**config.mk**
```make
export PLATFORM = sky130hd
export DESIGN_NAME = ascp_serial_port
export DESIGN_NICKNAME = d
export VERILOG_FILES = /design/src/logic/ascp_bit_timer.v /design/src/logic/ascp_serial_port.v
export VERILOG_INCLUDE_DIRS = /design/src /design/src/logic
export SDC_FILE = /design/constraint.sdc
export NUM_CORES = 1
export LEC_CHECK = 0
export ABC_CLOCK_PERIOD_IN_PS = 14700
export BUFFER_PORTS_ARGS = -buffer_cell sky130_fd_sc_hd__buf_2
export CORE_ASPECT_RATIO = 1.5
export CORE_MARGIN = 1
export CORE_UTILIZATION = 52
export DETAILED_ROUTE_END_ITERATION = 10
export GPL_TIMING_DRIVEN = 0
export PLACE_DENSITY_LB_ADDON = 0.25
export RECOVER_POWER = 25
export SLEW_MARGIN = 20
export SYNTH_ARGS = -nofsm -noshare
export SYNTH_HDL_FRONTEND = slang
export SYNTH_HIERARCHICAL = 1
export SYNTH_SLANG_ARGS = --single-unit
```
**constraint.sdc**
```tcl
create_clock -name clk_i -period 14.7 [get_ports clk_i]
set_clock_uncertainty 0.15 [all_clocks]
set_input_delay 2.94 -clock clk_i [delete_from_list [all_inputs] [get_ports clk_i]]
set_output_delay 2.94 -clock clk_i [all_outputs]
set_load 0.01 [all_outputs]
```
**src/logic/ascp_consts.vh**
```
// register map, field positions and reset values of the serial port
`ifndef ASCP_CONSTS_VH
`define ASCP_CONSTS_VH

// ----------------
// register byte offsets
// ----------------
`define ASCP_OFS_FMT 5'h00
`define ASCP_OFS_CTL 5'h04
`define ASCP_OFS_STAT 5'h08
`define ASCP_OFS_DATA 5'h0C
`define ASCP_OFS_BAUD 5'h10
`define ASCP_OFS_NINTH 5'h14

// ----------------
// format_control_reg fields
// ----------------
`define ASCP_FMT_LOOP 7
`define ASCP_FMT_EN 6
`define ASCP_FMT_INV 5
`define ASCP_FMT_LEN 4
`define ASCP_FMT_WAKE 3
`define ASCP_FMT_IDLE_COUNT_TYPE 2
`define ASCP_FMT_PEN 1
`define ASCP_FMT_PODD 0

// ----------------
// control register fields
// ----------------
`define ASCP_CTL_TXEN 0
`define ASCP_CTL_RXEN 1
`define ASCP_CTL_STBY 2
`define ASCP_CTL_RXIE 3
`define ASCP_CTL_TXIE 4
`define ASCP_CTL_OVERRUN_IRQ_ENABLE 5
`define ASCP_CTL_DMAR 6

// ----------------
// primary_status_reg fields
// ----------------
`define ASCP_ST_TXE 7
`define ASCP_ST_TXD 6
`define ASCP_ST_RXF 5
`define ASCP_ST_IDL 4
`define ASCP_ST_OVR 3
`define ASCP_ST_FRM 1
`define ASCP_ST_PAR 0

// ----------------
// reset values and frame sizes
// ----------------
`define ASCP_FMT_RST 8'h00
`define ASCP_CTL_RST 8'h00
`define ASCP_BAUD_RST 16'h06C8
`define ASCP_FRM_SHORT 4'hA
`define ASCP_FRM_LONG 4'hB
`define ASCP_BITS_SHORT 4'h8
`define ASCP_BITS_LONG 4'h9

`endif

```
**src/logic/ascp_bit_timer.v**
```verilog
// bit period timer: mid-bit and end-of-bit pulses from a divisor
module ascp_bit_timer #(
    parameter W = 16
) (
    // clock and reset
    input wire clk_i,
    input wire rst_n_i,
    // control
    input wire run_i,
    input wire [W-1:0] div_i,
    // pulses
    output reg mid_o,
    output reg end_o
);

    reg [W-1:0] cnt_r; // position inside the bit

    // ----------------
    // counter, held at zero while stopped
    // ----------------
    // restarting from zero lets a start edge align the sample point
    always @(posedge clk_i or negedge rst_n_i) begin
        if (!rst_n_i) begin
            cnt_r <= {W{1'b0}};
            mid_o <= 1'b0;
            end_o <= 1'b0;
        end else if (!run_i) begin
            cnt_r <= {W{1'b0}};
            mid_o <= 1'b0;
            end_o <= 1'b0;
        end else begin
            mid_o <= (cnt_r == (div_i >> 1));
            end_o <= (cnt_r >= div_i - 1'b1);
            if (cnt_r >= div_i - 1'b1) begin
                cnt_r <= {W{1'b0}};
            end else begin
                cnt_r <= cnt_r + 1'b1;
            end
        end
    end

endmodule // ascp_bit_timer

```
**src/logic/ascp_serial_port.v**
```verilog
// asynchronous serial port with format control, status and avalon-mm slave
//
// Summary of operation
// - loop mode feeds transmitter into receiver
// - port enable gates port; clear sets empty/done
// - inversion flips every transmitted level
// - length bit picks 9 or 8 bits
// - wake bit picks address mark or idle
// - idle count starts after stop or start
// - parity sits in character msb
// - parity type: set odd, clear even
// - one start, one stop, 10/11 bits
// - reset clears whole format register
// - port runs in wait; irq wakes cpu
// - dma served in wait without cpu
// - stop mode halts, registers kept
// - debug break protects flags and arming
// - break clears allowed stay cleared
// - enabled port drives transmit pin
// - enabled port makes receive pin input
// - no dma: status then data read clears full
// - status read arms; data read clears errors
// - dma clear leaves overrun set
// - parity type change mid-character may error
// - framing error set with receive full
// - standby masks rx irq until wake
//
// Decided for this implementation: the Avalon-MM register port and the register offsets.
`include "ascp_consts.vh"

module ascp_serial_port #(
    parameter AW = 5
) (
    // clock and reset
    input wire clk_i,
    input wire rst_n_i,
    // avalon-mm slave
    input wire [AW-1:0] avs_address_i,
    input wire avs_read_i,
    input wire avs_write_i,
    input wire [31:0] avs_writedata_i,
    output reg [31:0] avs_readdata_o,
    output reg avs_waitrequest_o,
    // system state
    input wire dma_cycle_i,
    input wire wait_mode_i,
    input wire stop_mode_i,
    input wire break_state_i,
    input wire break_clear_enable_i,
    // shared port pins
    input wire [1:0] port_direction_i,
    input wire [1:0] port_out_i,
    output reg serial_out_pin_o,
    output reg serial_out_pin_oe_o,
    input wire serial_in_pin_i,
    output reg serial_in_pin_o,
    output reg serial_in_pin_oe_o,
    // requests
    output reg irq_o,
    output reg dma_rx_req_o
);

    // ----------------
    // reset release and helpers
    // ----------------
    localparam RX_IDLE = 2'b00;
    localparam RX_START = 2'b01;
    localparam RX_DATA = 2'b10;
    localparam RX_STOP = 2'b11;

    reg rst_meta_r; // first reset stage
    reg rst_n; // released reset copy

    // reset asserts at once, releases after two edges
    always @(posedge clk_i or negedge rst_n_i) begin
        if (!rst_n_i) begin
            rst_meta_r <= 1'b0;
            rst_n <= 1'b0;
        end else begin
            rst_meta_r <= 1'b1;
            rst_n <= rst_meta_r;
        end
    end

    // parity over the bits below the character msb
    function ascp_par;
        input [8:0] c;
        input m;
        input odd;
        begin
            ascp_par = (m ? ^c[7:0] : ^c[6:0]) ^ odd;
        end
    endfunction

    // ----------------
    // registers
    // ----------------
    reg [7:0] fmt_r; // format_control_reg
    reg [7:0] ctl_r; // enables, standby, irq enables
    reg [15:0] baud_r; // clocks per bit
    reg t8_r; // ninth transmit bit
    reg r8_r; // ninth receive bit
    reg [7:0] tx_buf_r; // transmit data
    reg [7:0] rx_data_r; // received data
    reg txe_r, txd_r, rxf_r, idl_r, ovr_r, frm_r, par_r; // status flags
    reg arm_r; // status read seen, clear pending
    reg ack_r; // answer phase of bus cycle

    wire en = fmt_r[`ASCP_FMT_EN];
    wire m9 = fmt_r[`ASCP_FMT_LEN];
    wire parity_enable = fmt_r[`ASCP_FMT_PEN];
    wire podd = fmt_r[`ASCP_FMT_PODD];
    wire stby = ctl_r[`ASCP_CTL_STBY];
    wire rxon = en & ctl_r[`ASCP_CTL_RXEN] & ~stop_mode_i;
    wire dma_srv = ctl_r[`ASCP_CTL_RXIE] & ctl_r[`ASCP_CTL_DMAR];
    // cpu is locked out in wait, dma still gets through
    wire acc_ok = ~wait_mode_i | dma_cycle_i;
    wire req = (avs_read_i | avs_write_i) & ack_r & acc_ok;
    wire wr = req & avs_write_i;
    wire rd = req & avs_read_i;
    wire protect = break_state_i & ~break_clear_enable_i;
    wire rd_stat = rd & (avs_address_i == `ASCP_OFS_STAT) & ~protect;
    wire rd_data = rd & (avs_address_i == `ASCP_OFS_DATA) & ~protect;
    wire wr_data = wr & (avs_address_i == `ASCP_OFS_DATA);

    // ----------------
    // avalon handshake and read data
    // ----------------
    reg [31:0] rdata; // read mux

    always @* begin
        rdata = 32'h0;
        case (avs_address_i)
            `ASCP_OFS_FMT: rdata[7:0] = fmt_r;
            `ASCP_OFS_CTL: rdata[7:0] = ctl_r;
            `ASCP_OFS_STAT: begin
                rdata[`ASCP_ST_TXE] = txe_r;
                rdata[`ASCP_ST_TXD] = txd_r;
                rdata[`ASCP_ST_RXF] = rxf_r;
                rdata[`ASCP_ST_IDL] = idl_r;
                rdata[`ASCP_ST_OVR] = ovr_r;
                rdata[`ASCP_ST_FRM] = frm_r;
                rdata[`ASCP_ST_PAR] = par_r;
            end
            `ASCP_OFS_DATA: rdata[7:0] = rx_data_r;
            `ASCP_OFS_BAUD: rdata[15:0] = baud_r;
            `ASCP_OFS_NINTH: rdata[1:0] = {t8_r, r8_r};
            default: rdata = 32'h0; // unmapped reads zero
        endcase
        if (!acc_ok) begin
            rdata = 32'h0;
        end
    end

    // first edge captures data and drops waitrequest, second completes
    always @(posedge clk_i or negedge rst_n) begin
        if (!rst_n) begin
            ack_r <= 1'b0;
            avs_waitrequest_o <= 1'b1;
            avs_readdata_o <= 32'h0;
        end else if (ack_r) begin
            ack_r <= 1'b0;
            avs_waitrequest_o <= 1'b1;
        end else if (avs_read_i | avs_write_i) begin
            ack_r <= 1'b1;
            avs_waitrequest_o <= 1'b0;
            avs_readdata_o <= rdata;
        end
    end

    // ----------------
    // receive line: pin sync and loop select
    // ----------------
    reg rx_meta_r, rx_sync_r; // two-stage synchroniser
    reg tx_line_r; // transmitter output before inversion
    reg rx_prev_r; // previous line level

    always @(posedge clk_i or negedge rst_n) begin
        if (!rst_n) begin
            rx_meta_r <= 1'b1;
            rx_sync_r <= 1'b1;
        end else begin
            rx_meta_r <= serial_in_pin_i;
            rx_sync_r <= rx_meta_r;
        end
    end

    // loop takes the uninverted transmitter so frames stay decodable
    wire rx_line = fmt_r[`ASCP_FMT_LOOP] ? tx_line_r : rx_sync_r;

    // ----------------
    // transmitter
    // ----------------
    reg [10:0] tx_sh_r; // frame shifter, lsb first
    reg [3:0] tx_cnt_r; // bits left
    reg tx_busy_r;
    wire tx_end;
    wire [8:0] tx_ch = {t8_r, tx_buf_r};
    wire tx_p = ascp_par(tx_ch, m9, podd);
    wire tx_load = ~tx_busy_r & ~txe_r & ctl_r[`ASCP_CTL_TXEN] & en & ~stop_mode_i;

    ascp_bit_timer #(.W(16)) u_tx_tmr (
        .clk_i(clk_i),
        .rst_n_i(rst_n),
        .run_i(tx_busy_r & en & ~stop_mode_i),
        .div_i(baud_r),
        .mid_o(),
        .end_o(tx_end)
    );

    // frame build: start 0, bits, optional parity at msb, stop 1
    always @(posedge clk_i or negedge rst_n) begin
        if (!rst_n) begin
            tx_sh_r <= 11'h7FF;
            tx_cnt_r <= 4'h0;
            tx_busy_r <= 1'b0;
            tx_line_r <= 1'b1;
        end else if (!en) begin
            tx_busy_r <= 1'b0;
            tx_line_r <= 1'b1;
        end else if (tx_load) begin
            tx_busy_r <= 1'b1;
            tx_line_r <= 1'b0;
            if (m9) begin
                tx_sh_r <= {1'b1, (parity_enable ? tx_p : tx_ch[8]), tx_ch[7:0], 1'b0};
                tx_cnt_r <= `ASCP_FRM_LONG;
            end else begin
                tx_sh_r <= {2'b11, (parity_enable ? tx_p : tx_ch[7]), tx_ch[6:0], 1'b0};
                tx_cnt_r <= `ASCP_FRM_SHORT;
            end
        end else if (tx_busy_r & tx_end) begin
            tx_sh_r <= {1'b1, tx_sh_r[10:1]};
            tx_line_r <= tx_sh_r[1];
            tx_cnt_r <= tx_cnt_r - 4'h1;
            if (tx_cnt_r == 4'h1) begin
                tx_busy_r <= 1'b0;
                tx_line_r <= 1'b1;
            end
        end
    end

    wire tx_fin = tx_busy_r & tx_end & (tx_cnt_r == 4'h1) & en;

    // ----------------
    // receiver
    // ----------------
    reg [1:0] rx_st_r;
    reg [8:0] rx_sh_r; // shifted in from the top
    reg [3:0] rx_cnt_r;
    reg [3:0] idle_cnt_r; // consecutive ones
    reg idle_seen_r; // idle reported until next zero
    wire rx_mid, idle_tick;
    wire [8:0] rx_ch = m9 ? rx_sh_r : {1'b0, rx_sh_r[8:1]};
    wire rx_msb = m9 ? rx_ch[8] : rx_ch[7];
    wire rx_done = (rx_st_r == RX_STOP) & rx_mid & rxon;
    // standby drops characters unless the wake bit selects address mark and an address mark arrives
    wire rx_take = ~stby | (fmt_r[`ASCP_FMT_WAKE] & rx_msb);
    wire [3:0] frm_len = m9 ? `ASCP_FRM_LONG : `ASCP_FRM_SHORT;
    wire idle_ev = (idle_cnt_r >= frm_len) & ~idle_seen_r & rxon;

    ascp_bit_timer #(.W(16)) u_rx_tmr (
        .clk_i(clk_i),
        .rst_n_i(rst_n),
        .run_i((rx_st_r != RX_IDLE) & rxon),
        .div_i(baud_r),
        .mid_o(rx_mid),
        .end_o()
    );

    // free bit clock for counting idle line time
    ascp_bit_timer #(.W(16)) u_idle_tmr (
        .clk_i(clk_i),
        .rst_n_i(rst_n),
        .run_i((rx_st_r == RX_IDLE) & rxon),
        .div_i(baud_r),
        .mid_o(idle_tick),
        .end_o()
    );

    // frame receive state machine
    always @(posedge clk_i or negedge rst_n) begin
        if (!rst_n) begin
            rx_st_r <= RX_IDLE;
            rx_sh_r <= 9'h000;
            rx_cnt_r <= 4'h0;
            rx_prev_r <= 1'b1;
        end else if (!rxon) begin
            rx_prev_r <= 1'b1; // halted; receive state is kept unless the port is disabled
            if (!en) begin
                rx_st_r <= RX_IDLE;
            end
        end else begin
            rx_prev_r <= rx_line;
            case (rx_st_r)
                RX_IDLE: begin
                    if (rx_prev_r & ~rx_line) begin
                        rx_st_r <= RX_START;
                    end
                end
                RX_START: begin
                    if (rx_mid) begin
                        rx_st_r <= rx_line ? RX_IDLE : RX_DATA;
                        rx_cnt_r <= m9 ? `ASCP_BITS_LONG : `ASCP_BITS_SHORT;
                    end
                end
                RX_DATA: begin
                    if (rx_mid) begin
                        rx_sh_r <= {rx_line, rx_sh_r[8:1]};
                        rx_cnt_r <= rx_cnt_r - 4'h1;
                        if (rx_cnt_r == 4'h1) begin
                            rx_st_r <= RX_STOP;
                        end
                    end
                end
                RX_STOP: begin
                    if (rx_mid) begin
                        rx_st_r <= RX_IDLE;
                    end
                end
                default: rx_st_r <= RX_IDLE;
            endcase
        end
    end

    // idle counting: from the start bit, or only after the stop bit
    always @(posedge clk_i or negedge rst_n) begin
        if (!rst_n) begin
            idle_cnt_r <= 4'h0;
            idle_seen_r <= 1'b0;
        end else if (!rxon || !rx_line) begin
            idle_cnt_r <= 4'h0;
            idle_seen_r <= 1'b0;
        end else if (rx_done & fmt_r[`ASCP_FMT_IDLE_COUNT_TYPE]) begin
            idle_cnt_r <= 4'h0;
        end else begin
            if (idle_ev) begin
                idle_seen_r <= 1'b1;
            end
            if (idle_cnt_r < frm_len) begin
                if (((rx_st_r == RX_IDLE) & idle_tick)
                    | (rx_st_r[1] & rx_mid & ~fmt_r[`ASCP_FMT_IDLE_COUNT_TYPE])) begin
                    idle_cnt_r <= idle_cnt_r + 4'h1;
                end
            end
        end
    end

    // ----------------
    // software registers
    // ----------------
    // tx/rx enables only accept writes while the port is enabled
    always @(posedge clk_i or negedge rst_n) begin
        if (!rst_n) begin
            fmt_r <= `ASCP_FMT_RST;
            ctl_r <= `ASCP_CTL_RST;
            baud_r <= `ASCP_BAUD_RST;
            t8_r <= 1'b0;
            tx_buf_r <= 8'h00;
        end else begin
            if (wr & (avs_address_i == `ASCP_OFS_FMT)) begin
                fmt_r <= avs_writedata_i[7:0];
            end
            if (wr & (avs_address_i == `ASCP_OFS_CTL)) begin
                ctl_r <= avs_writedata_i[7:0];
                if (!en) begin
                    ctl_r[`ASCP_CTL_TXEN] <= ctl_r[`ASCP_CTL_TXEN];
                    ctl_r[`ASCP_CTL_RXEN] <= ctl_r[`ASCP_CTL_RXEN];
                end
            end else if (rx_done & stby & rx_take) begin
                ctl_r[`ASCP_CTL_STBY] <= 1'b0;
            end else if (idle_ev & stby & ~fmt_r[`ASCP_FMT_WAKE]) begin
                ctl_r[`ASCP_CTL_STBY] <= 1'b0;
            end
            if (wr & (avs_address_i == `ASCP_OFS_BAUD)) begin
                baud_r <= avs_writedata_i[15:0];
            end
            if (wr & (avs_address_i == `ASCP_OFS_NINTH)) begin
                t8_r <= avs_writedata_i[1];
            end
            if (wr_data) begin
                tx_buf_r <= avs_writedata_i[7:0];
            end
        end
    end

    // ----------------
    // status flags: set wins over clear
    // ----------------
    always @(posedge clk_i or negedge rst_n) begin
        if (!rst_n) begin
            txe_r <= 1'b1;
            txd_r <= 1'b1;
            rxf_r <= 1'b0;
            idl_r <= 1'b0;
            ovr_r <= 1'b0;
            frm_r <= 1'b0;
            par_r <= 1'b0;
            arm_r <= 1'b0;
            rx_data_r <= 8'h00;
            r8_r <= 1'b0;
        end else begin
            // arming and clearing stand still while protected
            if (rd_stat) begin
                arm_r <= 1'b1;
            end else if (rd_data) begin
                arm_r <= 1'b0;
            end
            if (rd_data & (arm_r | dma_srv)) begin
                rxf_r <= 1'b0;
            end
            if (rd_data & arm_r) begin
                idl_r <= 1'b0;
                ovr_r <= 1'b0;
                frm_r <= 1'b0;
                par_r <= 1'b0;
            end
            if (wr_data & ~protect) begin
                txe_r <= 1'b0;
                txd_r <= 1'b0;
            end
            if (tx_load) begin
                txe_r <= 1'b1;
            end
            if (tx_fin & txe_r) begin
                txd_r <= 1'b1;
            end
            if (!en) begin
                txe_r <= 1'b1;
                txd_r <= 1'b1;
            end
            if (idle_ev & ~(stby & ~fmt_r[`ASCP_FMT_WAKE])) begin
                idl_r <= 1'b1;
            end
            if (rx_done & rx_take) begin
                if (rxf_r & ~(rd_data & (arm_r | dma_srv))) begin
                    ovr_r <= 1'b1; // old data kept, new lost
                end else begin
                    rx_data_r <= rx_ch[7:0];
                    r8_r <= m9 ? rx_ch[8] : rx_ch[7];
                    rxf_r <= 1'b1;
                    frm_r <= ~rx_line;
                    // parity type read live, so a mid-frame change can error
                    par_r <= parity_enable & (ascp_par(rx_ch, m9, podd) != rx_msb);
                end
            end
        end
    end

    // ----------------
    // pins and requests
    // ----------------
    // enabled port owns both pins regardless of direction bits
    always @(posedge clk_i or negedge rst_n) begin
        if (!rst_n) begin
            serial_out_pin_o <= 1'b0;
            serial_out_pin_oe_o <= 1'b0;
            serial_in_pin_o <= 1'b0;
            serial_in_pin_oe_o <= 1'b0;
            irq_o <= 1'b0;
            dma_rx_req_o <= 1'b0;
        end else begin
            serial_out_pin_o <= en ? (tx_line_r ^ fmt_r[`ASCP_FMT_INV]) : port_out_i[0];
            serial_out_pin_oe_o <= en | port_direction_i[0];
            serial_in_pin_o <= port_out_i[1];
            serial_in_pin_oe_o <= ~en & port_direction_i[1];
            // irq keeps running in wait so it can end wait
            irq_o <= en & ((txe_r & ctl_r[`ASCP_CTL_TXIE])
                | (rxf_r & ctl_r[`ASCP_CTL_RXIE] & ~ctl_r[`ASCP_CTL_DMAR] & ~stby)
                | (ovr_r & ctl_r[`ASCP_CTL_OVERRUN_IRQ_ENABLE]));
            dma_rx_req_o <= en & rxf_r & dma_srv;
        end
    end

endmodule // ascp_serial_port

```
==> results of run 1 <==
## placed cells by master, fill, tap and decap left out, drive strengths merged, types with 5 or more instances in the layout
cell type,n
inv,45
a2111oi,5
dfstp,21
conb,17
nor4,52
o31ai,6
nand3b,7
a21oi,26
nand3,37
a221o,5
nand4,24
a22o,8
o22ai,7
mux2i,19
nor2b,7
nand2b,11
o21ai,36
and3,6
ha,60
nor3,36
nand2,77
nor2,63
clkbuf,35
a221oi,5
xnor2,81
xor2,54
mux2,64
buf,91
dfrtp,152
or4,5
and4,5
## power groups by stage
stage	logic (W)	registers, W	clock network, W
after floorplan	0.000198	0.000536	0
after global placement	0.000240	0.000553	0
after detailed placement	0.000258	0.000545	0
after CTS	0.000261	0.000536	0.000465
after global routing	0.000290	0.000539	0.000485
final	0.000260	0.000536	0.000459
## cell type report
type                            instances  area share (%)
Clock inverter                         15            1.40
Inverter                               35            1.11
Clock buffer                           17            3.58
Multi-Input combinational cell        771            49.1
Timing Repair Buffer                   59            2.72
Sequential cell                       173            36.6
Buffer                                 50            2.76
Tap cell                              260            2.74
## routing by layer
layer	up-vias	routed length [microns]	GRT usage, %
li1	3805	-	-
met1	3994	10300	29.1
met2	184	13400	47.0
met3	59	757	4.09
met4	0	991	11.9
met5	-	0	0
## worst reg2reg max path, cell delays in order (launching register included)
cell                       delay [ps]
sky130_fd_sc_hd__dfrtp_1          670
sky130_fd_sc_hd__nor4_1           480
sky130_fd_sc_hd__nand3b_1         260
sky130_fd_sc_hd__nor4_1           380
sky130_fd_sc_hd__xnor2_1          140
sky130_fd_sc_hd__ha_1             330
sky130_fd_sc_hd__and4_1           220
sky130_fd_sc_hd__nand4_1          220
sky130_fd_sc_hd__o21ai_1          520
sky130_fd_sc_hd__buf_2            380
sky130_fd_sc_hd__nor4_1           100
## flip-flops by register name (all words and copies together), names as in the netlist, 2 cells and up
register          flops
rx_data_r             8
u_tx_tmr/cnt_r       16
u_rx_tmr/cnt_r       16
baud_r               16
ctl_r                 8
fmt_r                 8
rx_st_r               2
rx_cnt_r              4
idle_cnt_r            4
tx_cnt_r              4
u_idle_tmr/cnt_r     16
tx_buf_r              8
avs_readdata_o       16
rx_sh_r               9
tx_sh_r               9
## final timing paths
kind                                  start                  to  slack, ps
worst max-delay path            avs_write_i  avs_readdata_o[12]      10010
worst min-delay path              rx_meta_r           rx_sync_r        210
worst max register to register    baud_r[2]   u_tx_tmr/cnt_r[6]      10710
worst min register to register    rx_meta_r           rx_sync_r        210
max in group asynchronous             rst_n         idle_seen_r      11590
min in group asynchronous             rst_n  u_rx_tmr/cnt_r[10]        320
## per-stage QoR
stage	std cells	util, %	cell area (sq um)	total power, W
after CTS	1380	60.0	11900	0.00126
after floorplan	1029	-	10600	0.000734
after global placement	1344	56.6	11200	0.000793
after global routing	1380	59.8	11900	0.00131
after detailed placement	1348	57.0	11300	0.000804
final	1380	59.8	11900	0.00125
==> results_dict.tcl, run 1 <==
set metrics [dict create \
    worstPathCellList "buf_2, nor2_1, or2_2, clkbuf_1, inv_1, nand2_1, nor2_1, a22o_1" \
    detail_route.vias_per_cell 5.83 \
    ctsHoldBuffers 0 \
    leakagePower_nw 5.28 \
    postLayoutSetupSlackWorst_ps 10010 \
    min_delay_path_depth 0 \
    gp_congestion 0.869 \
    detailedRoute.firstIterationViolations 502 \
    crit_slowest_cell "sky130_fd_sc_hd__nor2_1" \
    grt_overflow 0 \
    swShare_pct 31.7 \
    setup_viol_count_final 0 \
    h_tree_levels 4 \
    die-width_microns 119 \
    synth_area_per_cell_sq_um 10.4 \
    routedWlPerCell_microns 18.4 \
    port-buffer-count 55 \
    rsz0062_at_grt "no" \
    pre_cts_slack_ps 9590 \
    coreArea_sq_mm 0.0199 \
    final.hold.worst_slack_ps 208 \
    clockRootBuffer "sky130_fd_sc_hd__clkbuf_16" \
    worst_ep_required_time_ps 14920 \
    fin_nets 1218 \
    synthesis.instances 1014 \
    share_comb_of_total_power_pct 20.7 \
    post-cts-setup-buffers 0 \
    synthesis.yosys.warnings 6 \
    initial_core_util_pct 53.3 \
    number_of_antenna_violations_at_the_first_check_in_global_routing 1 \
    drt.antenna.violating_nets 0 \
    hpwlAfterDp_microns 18900 \
    area_delta_synth_final_pct 12.2 \
    multiInputGateArea_sq_mm 0.00583 \
    finalSetupTns_ps 0 \
    grt_first_pass_wirelength_microns 41700 \
    worstPathMaxFanout 9 \
    floorplan.io_pins 90 \
    worst_pin_slew_ps 2070 \
    worstSetupStartpointType "primary input" \
    tritoncts.num_buffers 17 \
    critPathTopFamily "simple AND/OR/NAND/NOR gates" \
    worst-path-buf-inv 3 \
    antennaDiodeCount 0 \
    grt_max_degree 44 \
    max_cap_violations 2 \
    seq_pwr_share_pct 42.7 \
    tritoncts_num_sinks 173 \
    clk_pin_slew_worst_paths_ps 70 \
    crit_cells 8 \
    drt-pass1-iter-count 5 \
    cell_internal_pwr_w 0.000857 \
    run_status "finished, violations left" \
    pwr-share-clk_pct 36.6 \
    cts_resized 0 \
    criticalPathCategory "in -> reg" \
    cp_slowest_stage_delay_ps 670 \
    totalWireLength_microns 25500 \
    pins_over_slew_limit 73 \
    clock_latency_ps 440 \
    die_area_sq_mm 0.0209 \
    fmax_mhz 213 \
    hold_path_class "reg -> reg" \
    critical_path_sink_type "flip-flop" \
    post-route-drc-count 0 \
    n_fill_cell 1732 \
    core.rowCount 63 \
    regArea_sq_mm 0.00436 \
    cts-root-to-sink-buffers 2 \
    die-height_microns 177 \
    critPathArrivalTime_ps 4910 \
    p_per_area_mw_per_mm2 106 \
    route.vias.total 8042 \
    layout_worst_path_cycle_share_pct 31.9 \
    synthesized_cell_area_sq_mm 0.0106 \
    r2r_cells 10 \
    drive_gt1_share_pct 22.1 \
    vdd_ir_drop_max_mv 0.0801 \
    max_slew_margin_pct -38.0 \
    period_needed_ps 4690 \
    grt_pass1_vias 8110 \
    report.final.hold_viol_count 0 \
    grt_util_all_layers_pct 25.7 \
    net-switching-power_w 0.000398 \
    failed_checks "max-capacitance violations, max-slew violations" \
    cts_tree "built" \
    cell_type_with_the_highest_occurrence_count_on_the_critical_path "sky130_fd_sc_hd__nor2_1" \
]
Power figures use the tool's default switching activity.
==> run 2, diff against run 1 <==
--- a/config.mk
+++ b/config.mk
@@ -6,7 +6,7 @@
 export SDC_FILE = /design/constraint.sdc
 export NUM_CORES = 1
 export LEC_CHECK = 0
-export ABC_CLOCK_PERIOD_IN_PS = 14700
+export ABC_CLOCK_PERIOD_IN_PS = 4650
 export BUFFER_PORTS_ARGS = -buffer_cell sky130_fd_sc_hd__buf_2
 export CORE_ASPECT_RATIO = 1.5
 export CORE_MARGIN = 1
==> constraint.sdc (replaced) <==
create_clock -name clk_i -period 4.65 [get_ports clk_i]
set_clock_uncertainty 0.15 [all_clocks]
set_input_delay 0.93 -clock clk_i [delete_from_list [all_inputs] [get_ports clk_i]]
set_output_delay 0.93 -clock clk_i [all_outputs]
set_load 0.01 [all_outputs]
==> run 2 against run 1 <==
The flow still finishes with violations (max-capacitance violations, max-slew violations). Global-route usage decreased by 0.67 points. Sequential share of layout area is 0.12 points higher. Clock power grew to 3.0 times the previous value. Combinational power rose to 3.2 times the previous value. Worst setup slack worse by 9300 ps. Non-clock buffer count fell by 1. Sequential power grew to 3.2 times the previous value. Critical path type is now reg -> reg.
==> results_dict.tcl, run 2 (synthesized netlist as in run 1, its figures left out) <==
set metrics [dict create \
    grt_first_pass_wirelength_microns 40800 \
    post-route-drc-count 0 \
    period_needed_ps 3990 \
    run_status "finished, violations left" \
    gp_congestion 0.847 \
    cts_resized 0 \
    port-buffer-count 55 \
    h_tree_levels 4 \
    max_cap_violations 2 \
    rsz0062_at_grt "no" \
    report.final.hold_viol_count 0 \
    core.rowCount 63 \
    totalWireLength_microns 25000 \
    hpwlAfterDp_microns 18500 \
    worstSetupStartpointType "flip-flop" \
    grt_max_degree 57 \
    die-width_microns 119 \
    finalSetupTns_ps 0 \
    floorplan.io_pins 90 \
    cts_tree "built" \
    route.vias.total 7996 \
    layout_worst_path_cycle_share_pct 85.8 \
    leakagePower_nw 5.25 \
    clk_pin_slew_worst_paths_ps 60 \
    hold_path_class "in -> async" \
    grt_overflow 0 \
    crit_path_start "baud_r[4]" \
    die-height_microns 177 \
    grt_util_all_layers_pct 25.0 \
    detail_route.vias_per_cell 5.80 \
    fmax_mhz 251 \
    number_of_antenna_violations_at_the_first_check_in_global_routing 0 \
    vdd_ir_drop_max_mv 0.256 \
    most_used_cells_in_the_layout_excluding_fill_and_tap_cells "sky130_fd_sc_hd__dfrtp_1 (152), sky130_fd_sc_hd__xnor2_1 (81), sky130_fd_sc_hd__nand2_1 (77)" \
    drive_gt1_share_pct 21.6 \
    mostFrequentLayoutCell "sky130_fd_sc_hd__dfrtp_1" \
    setup_viol_count_final 0 \
    initial_core_util_pct 53.3 \
    p_per_area_mw_per_mm2 328 \
    ctsHoldBuffers 0 \
    critPathArrivalTime_ps 4150 \
    grt_pass1_vias 7909 \
    die_area_sq_mm 0.0209 \
    post-cts-setup-buffers 0 \
    r2r_cells 10 \
    clockRootBuffer "sky130_fd_sc_hd__clkbuf_16" \
    coreArea_sq_mm 0.0199 \
    crit-reg2reg-capture "u_idle_tmr/cnt_r[6]" \
    fin_nets 1217 \
    worst_pin_slew_ps 2350 \
    drt.antenna.violating_nets 0 \
    tritoncts_num_sinks 173 \
    criticalPathCategory "reg -> reg" \
    drt-pass1-iter-count 7 \
    final.hold.worst_slack_ps 120 \
    pins_over_slew_limit 89 \
    critical_path_sink_type "flip-flop" \
    failed_checks "max-capacitance violations, max-slew violations" \
    area_delta_synth_final_pct 11.9 \
    detailedRoute.firstIterationViolations 516 \
    ff2ff_setup_slack_ps 660 \
    cts-root-to-sink-buffers 2 \
    max_slew_margin_pct -56.8 \
    routedWlPerCell_microns 18.1 \
    clock_latency_ps 440 \
    worst_ep_required_time_ps 4810 \
    worstPathMaxFanout 13 \
    tritoncts.num_buffers 17 \
    critical_path.reg2reg.startpoint "baud_r[4]" \
    antennaDiodeCount 0 \
]
==> run 2: cell count changes in the layout (fill, tap and decap cells not counted), sizes merged <==
cell,change
buf,-3
clkbuf,+4
clkinvlp,+4
dlymetal6s4s,+1
inv,-7
==> run 2: worst max-delay path by stage <==
stage          slack, ps  depth (start not counted)             endpoint
2_1_floorplan       1190                         12    u_rx_tmr/cnt_r[0]
3_3_place_gp         560                          0          tx_cnt_r[1]
3_5_place_dp         770                         12    u_rx_tmr/cnt_r[0]
4_1_cts              750                         12    u_rx_tmr/cnt_r[0]
5_1_grt              300                          1           rx_sh_r[4]
6_report             660                         10  u_idle_tmr/cnt_r[6]
==> run 2: routing by layer <==
metal / up-vias / part of all wire (%) / track usage (%)
li1: 3806 / - / -
met1: 3950 / 41 / 29.7
met2: 198 / 52 / 45.0
met3: 42 / 3.4 / 3.61
met4: 0 / 2.8 / 10.5
met5: - / 0 / 0
==> run 2: layout make-up <==
cell class | instances | area (sq um)
clock buffer | 20 | 447
multi-input combinational | 771 | 5830
buffer | 50 | 327
timing repair buffer | 58 | 318
inverter | 35 | 131
sequential | 173 | 4360
tap | 260 | 325
fill | 1738 | 8020
clock inverter | 12 | 113
==> run 2: through the flow <==
step	instance area, sq um	instances	util [%]	power, W	worst slack, ps
detailed placement	11300	1347	57.0	0.00253	772
CTS	11900	1379	59.8	0.00391	746
floorplan	10600	1029	-	0.00232	1190
global route	11800	1379	59.6	0.00408	298
global placement	11200	1344	56.6	0.00250	563
finish	11800	1379	59.6	0.00389	660
==> run 2: power breakdown <==
| part | internal, W | total, W | switching, W |
|---|---|---|---|
| clock network | 0.000755 | 0.00137 | 0.000619 |
| registers | 0.00157 | 0.00169 | 0.000126 |
| logic | 0.000376 | 0.000823 | 0.000447 |
| total | 0.00270 | 0.00389 | 0.00119 |
==> run 2: critical path, cell delays in order, from the launching register on <==
cell and delay (ps):
sky130_fd_sc_hd__dfrtp_1 610, sky130_fd_sc_hd__nor4_1 510, sky130_fd_sc_hd__nand3b_1 300, sky130_fd_sc_hd__nor4_1 380, sky130_fd_sc_hd__xnor2_1 110, sky130_fd_sc_hd__ha_1 310, sky130_fd_sc_hd__and4_1 220, sky130_fd_sc_hd__nand4_1 180
sky130_fd_sc_hd__o21ai_1 580, sky130_fd_sc_hd__buf_2 400, sky130_fd_sc_hd__nor4_1 100
==> run 3, diff against run 2 <==
--- a/config.mk
+++ b/config.mk
@@ -8,7 +8,6 @@
 export LEC_CHECK = 0
 export ABC_CLOCK_PERIOD_IN_PS = 4650
 export BUFFER_PORTS_ARGS = -buffer_cell sky130_fd_sc_hd__buf_2
-export CORE_ASPECT_RATIO = 1.5
 export CORE_MARGIN = 1
 export CORE_UTILIZATION = 52
 export DETAILED_ROUTE_END_ITERATION = 10
==> run 3 against run 2 <==
The run still ends with max-capacitance violations, max-slew violations left. Worst setup slack improved by 28 ps. Sequential power barely moved. Sequential share of layout area decreased by 0.19 points. Critical path depth did not move. Largest power group unchanged.
==> results_dict.tcl, run 3 (synthesized netlist as in run 1, its figures left out) <==
set metrics [dict create \
    leakagePower_nw 5.27 \
    pins_over_slew_limit 43 \
    max_cap_violations 1 \
    fin_nets 1217 \
    number_of_antenna_violations_at_the_first_check_in_global_routing 0 \
    worstPathCellList "nor4_1, nand3b_1, nor4_1, xnor2_1, ha_1, and4_1, nand4_1, o21ai_1, buf_2, nor4_1" \
    layout_worst_path_cycle_share_pct 85.2 \
    critPathArrivalTime_ps 4130 \
    r2r_cells 10 \
    coreArea_sq_mm 0.0197 \
    clk_pin_slew_worst_paths_ps 70 \
    max_slew_margin_pct -47.0 \
    p_per_area_mw_per_mm2 332 \
    detail_route.vias_per_cell 5.74 \
    routedWlPerCell_microns 18.3 \
    core.rowCount 51 \
    floorplan.io_pins 90 \
    period_needed_ps 3960 \
    finalSetupTns_ps 0 \
    cts-root-to-sink-buffers 2 \
    gp_congestion 0.878 \
    worstPathMaxFanout 13 \
    critical_path.reg2reg.startpoint "baud_r[4]" \
    worst_ep_required_time_ps 4820 \
    drive_gt1_share_pct 22.1 \
    swShare_pct 32.6 \
    tritoncts_num_sinks 173 \
    stdcell_count 1384 \
    most_used_cells_in_the_layout_excluding_fill_and_tap_cells "sky130_fd_sc_hd__dfrtp_1 (152), sky130_fd_sc_hd__xnor2_1 (81), sky130_fd_sc_hd__nand2_1 (77)" \
    drt-pass1-iter-count 5 \
    grt_first_pass_wirelength_microns 41100 \
    final.hold.worst_slack_ps 108 \
    net-switching-power_w 0.00129 \
    pwr-share-clk_pct 36.0 \
    grt_pass1_vias 7796 \
    crit-reg2reg-capture "u_tx_tmr/cnt_r[6]" \
    cp_slowest_stage_delay_ps 640 \
    die-height_microns 145 \
    detailedRoute.firstIterationViolations 682 \
    cts_tree "built" \
    tritoncts.num_buffers 17 \
    grt_max_degree 54 \
    vdd_ir_drop_max_mv 0.246 \
    crit_slowest_cell "sky130_fd_sc_hd__dfrtp_1" \
    h_tree_levels 4 \
    drt.antenna.violating_nets 0 \
    grt_util_all_layers_pct 25.9 \
    post-route-cell-area_sq_mm 0.0119 \
    post-route-drc-count 0 \
    report.final.hold_viol_count 0 \
    dpl-instance-area_sq_mm 0.0113 \
    initial_core_util_pct 53.7 \
    rsz0062_at_grt "no" \
    criticalPathCategory "reg -> reg" \
    ff2ff_setup_slack_ps 690 \
    clockRootBuffer "sky130_fd_sc_hd__clkbuf_16" \
    share_comb_of_total_power_pct 21.1 \
    seq_pwr_share_pct 42.9 \
    hpwlAfterDp_microns 17900 \
    die-width_microns 145 \
    totalWireLength_microns 25300 \
    worstSetupStartpointType "flip-flop" \
    failed_checks "max-capacitance violations, max-slew violations" \
    clock_latency_ps 440 \
    port-buffer-count 55 \
    fmax_mhz 252 \
    n_fill_cell 1617 \
    cell_type_with_the_highest_occurrence_count_on_the_critical_path "sky130_fd_sc_hd__nor4_1" \
    antennaDiodeCount 0 \
    route.vias.total 7948 \
    place.detailed.instances 1352 \
    area_delta_synth_final_pct 12.5 \
    worst_pin_slew_ps 2200 \
    grt_overflow 0 \
    cell_internal_pwr_w 0.00267 \
    die_area_sq_mm 0.0209 \
    ctsHoldBuffers 0 \
    critical_path_sink_type "flip-flop" \
    setup_viol_count_final 0 \
    finish.utilization_pct 60.4 \
    post-cts-setup-buffers 0 \
    hold_path_class "in -> async" \
    run_status "finished, violations left" \
    cts_resized 0 \
    mostFrequentLayoutCell "sky130_fd_sc_hd__dfrtp_1" \
]
-- run 3: changes by cell type in the layout (fill, tap and decap cells not counted), sizes merged --
| cell | delta |
|---|---|
| buf | +1 |
| clkinv | +2 |
| inv | +6 |
| clkbuf | -3 |
| dlymetal6s4s | -1 |
| clkinvlp | -4 |
| bufinv | -1 |
-- run 3: worst max-delay path: cells and delay by family (launching register included) --
| kind | cells | cell delay (ps) |
|---|---|---|
| AO/OA/AOI/OAI | 1 | 560 |
| XOR/XNOR | 1 | 130 |
| adder cells (fa/ha/maj) | 1 | 310 |
| buffers and inverters | 1 | 380 |
| flip-flops | 1 | 640 |
| AND/OR/NAND/NOR | 6 | 1670 |
-- run 3: final cells by class --
type / instances / area (sq um) / area share (%)
plain buffers: 50 / 327 / 2.74
multi-input cells: 771 / 5840 / 49.0
well taps: 265 / 332 / 2.78
clock buffers: 17 / 425 / 3.57
inverters: 35 / 131 / 1.10
clock inverters: 15 / 168 / 1.41
repair buffers: 58 / 333 / 2.79
flip-flops and latches: 173 / 4360 / 36.6
-- run 3: power by group through the flow --
stage               combinational (W)  clock, W  sequential (W)
global placement             0.000758         0         0.00175
detailed placement           0.000816         0         0.00173
global route                 0.000928   0.00151         0.00171
finish                       0.000833   0.00143         0.00170
CTS                          0.000834   0.00145         0.00170
floorplan                    0.000627         0         0.00169
-- run 3: per-layer routing --
metal  global-route usage [%]  part of all wire, %  vias to the layer above
li1                         -                    -                     3802
met1                     35.7                   47                     3943
met2                     42.0                   48                      173
met3                     4.05                  3.6                       30
met4                     7.70                  1.4                        0
met5                        0                    0                        -
-- run 3: how the worst max path moves through the flow --
stage / to / from / cells after the start / slack (ps)
final: u_tx_tmr/cnt_r[6] / baud_r[4] / 10 / 690
after global routing: u_tx_tmr/cnt_r[6] / baud_r[4] / 10 / 490
after CTS: u_rx_tmr/cnt_r[8] / baud_r[4] / 12 / 700
after detailed placement: u_rx_tmr/cnt_r[9] / baud_r[4] / 12 / 710
after global placement: avs_readdata_o[10] / rst_n / 0 / 510
after floorplan: u_rx_tmr/cnt_r[0] / baud_r[5] / 12 / 1190
-- run 3: per-stage QoR --
step	setup slack, ps	power, W
global route	492	0.00414
global placement	514	0.00251
floorplan	1190	0.00232
detailed placement	709	0.00254
finish	687	0.00396
CTS	699	0.00398
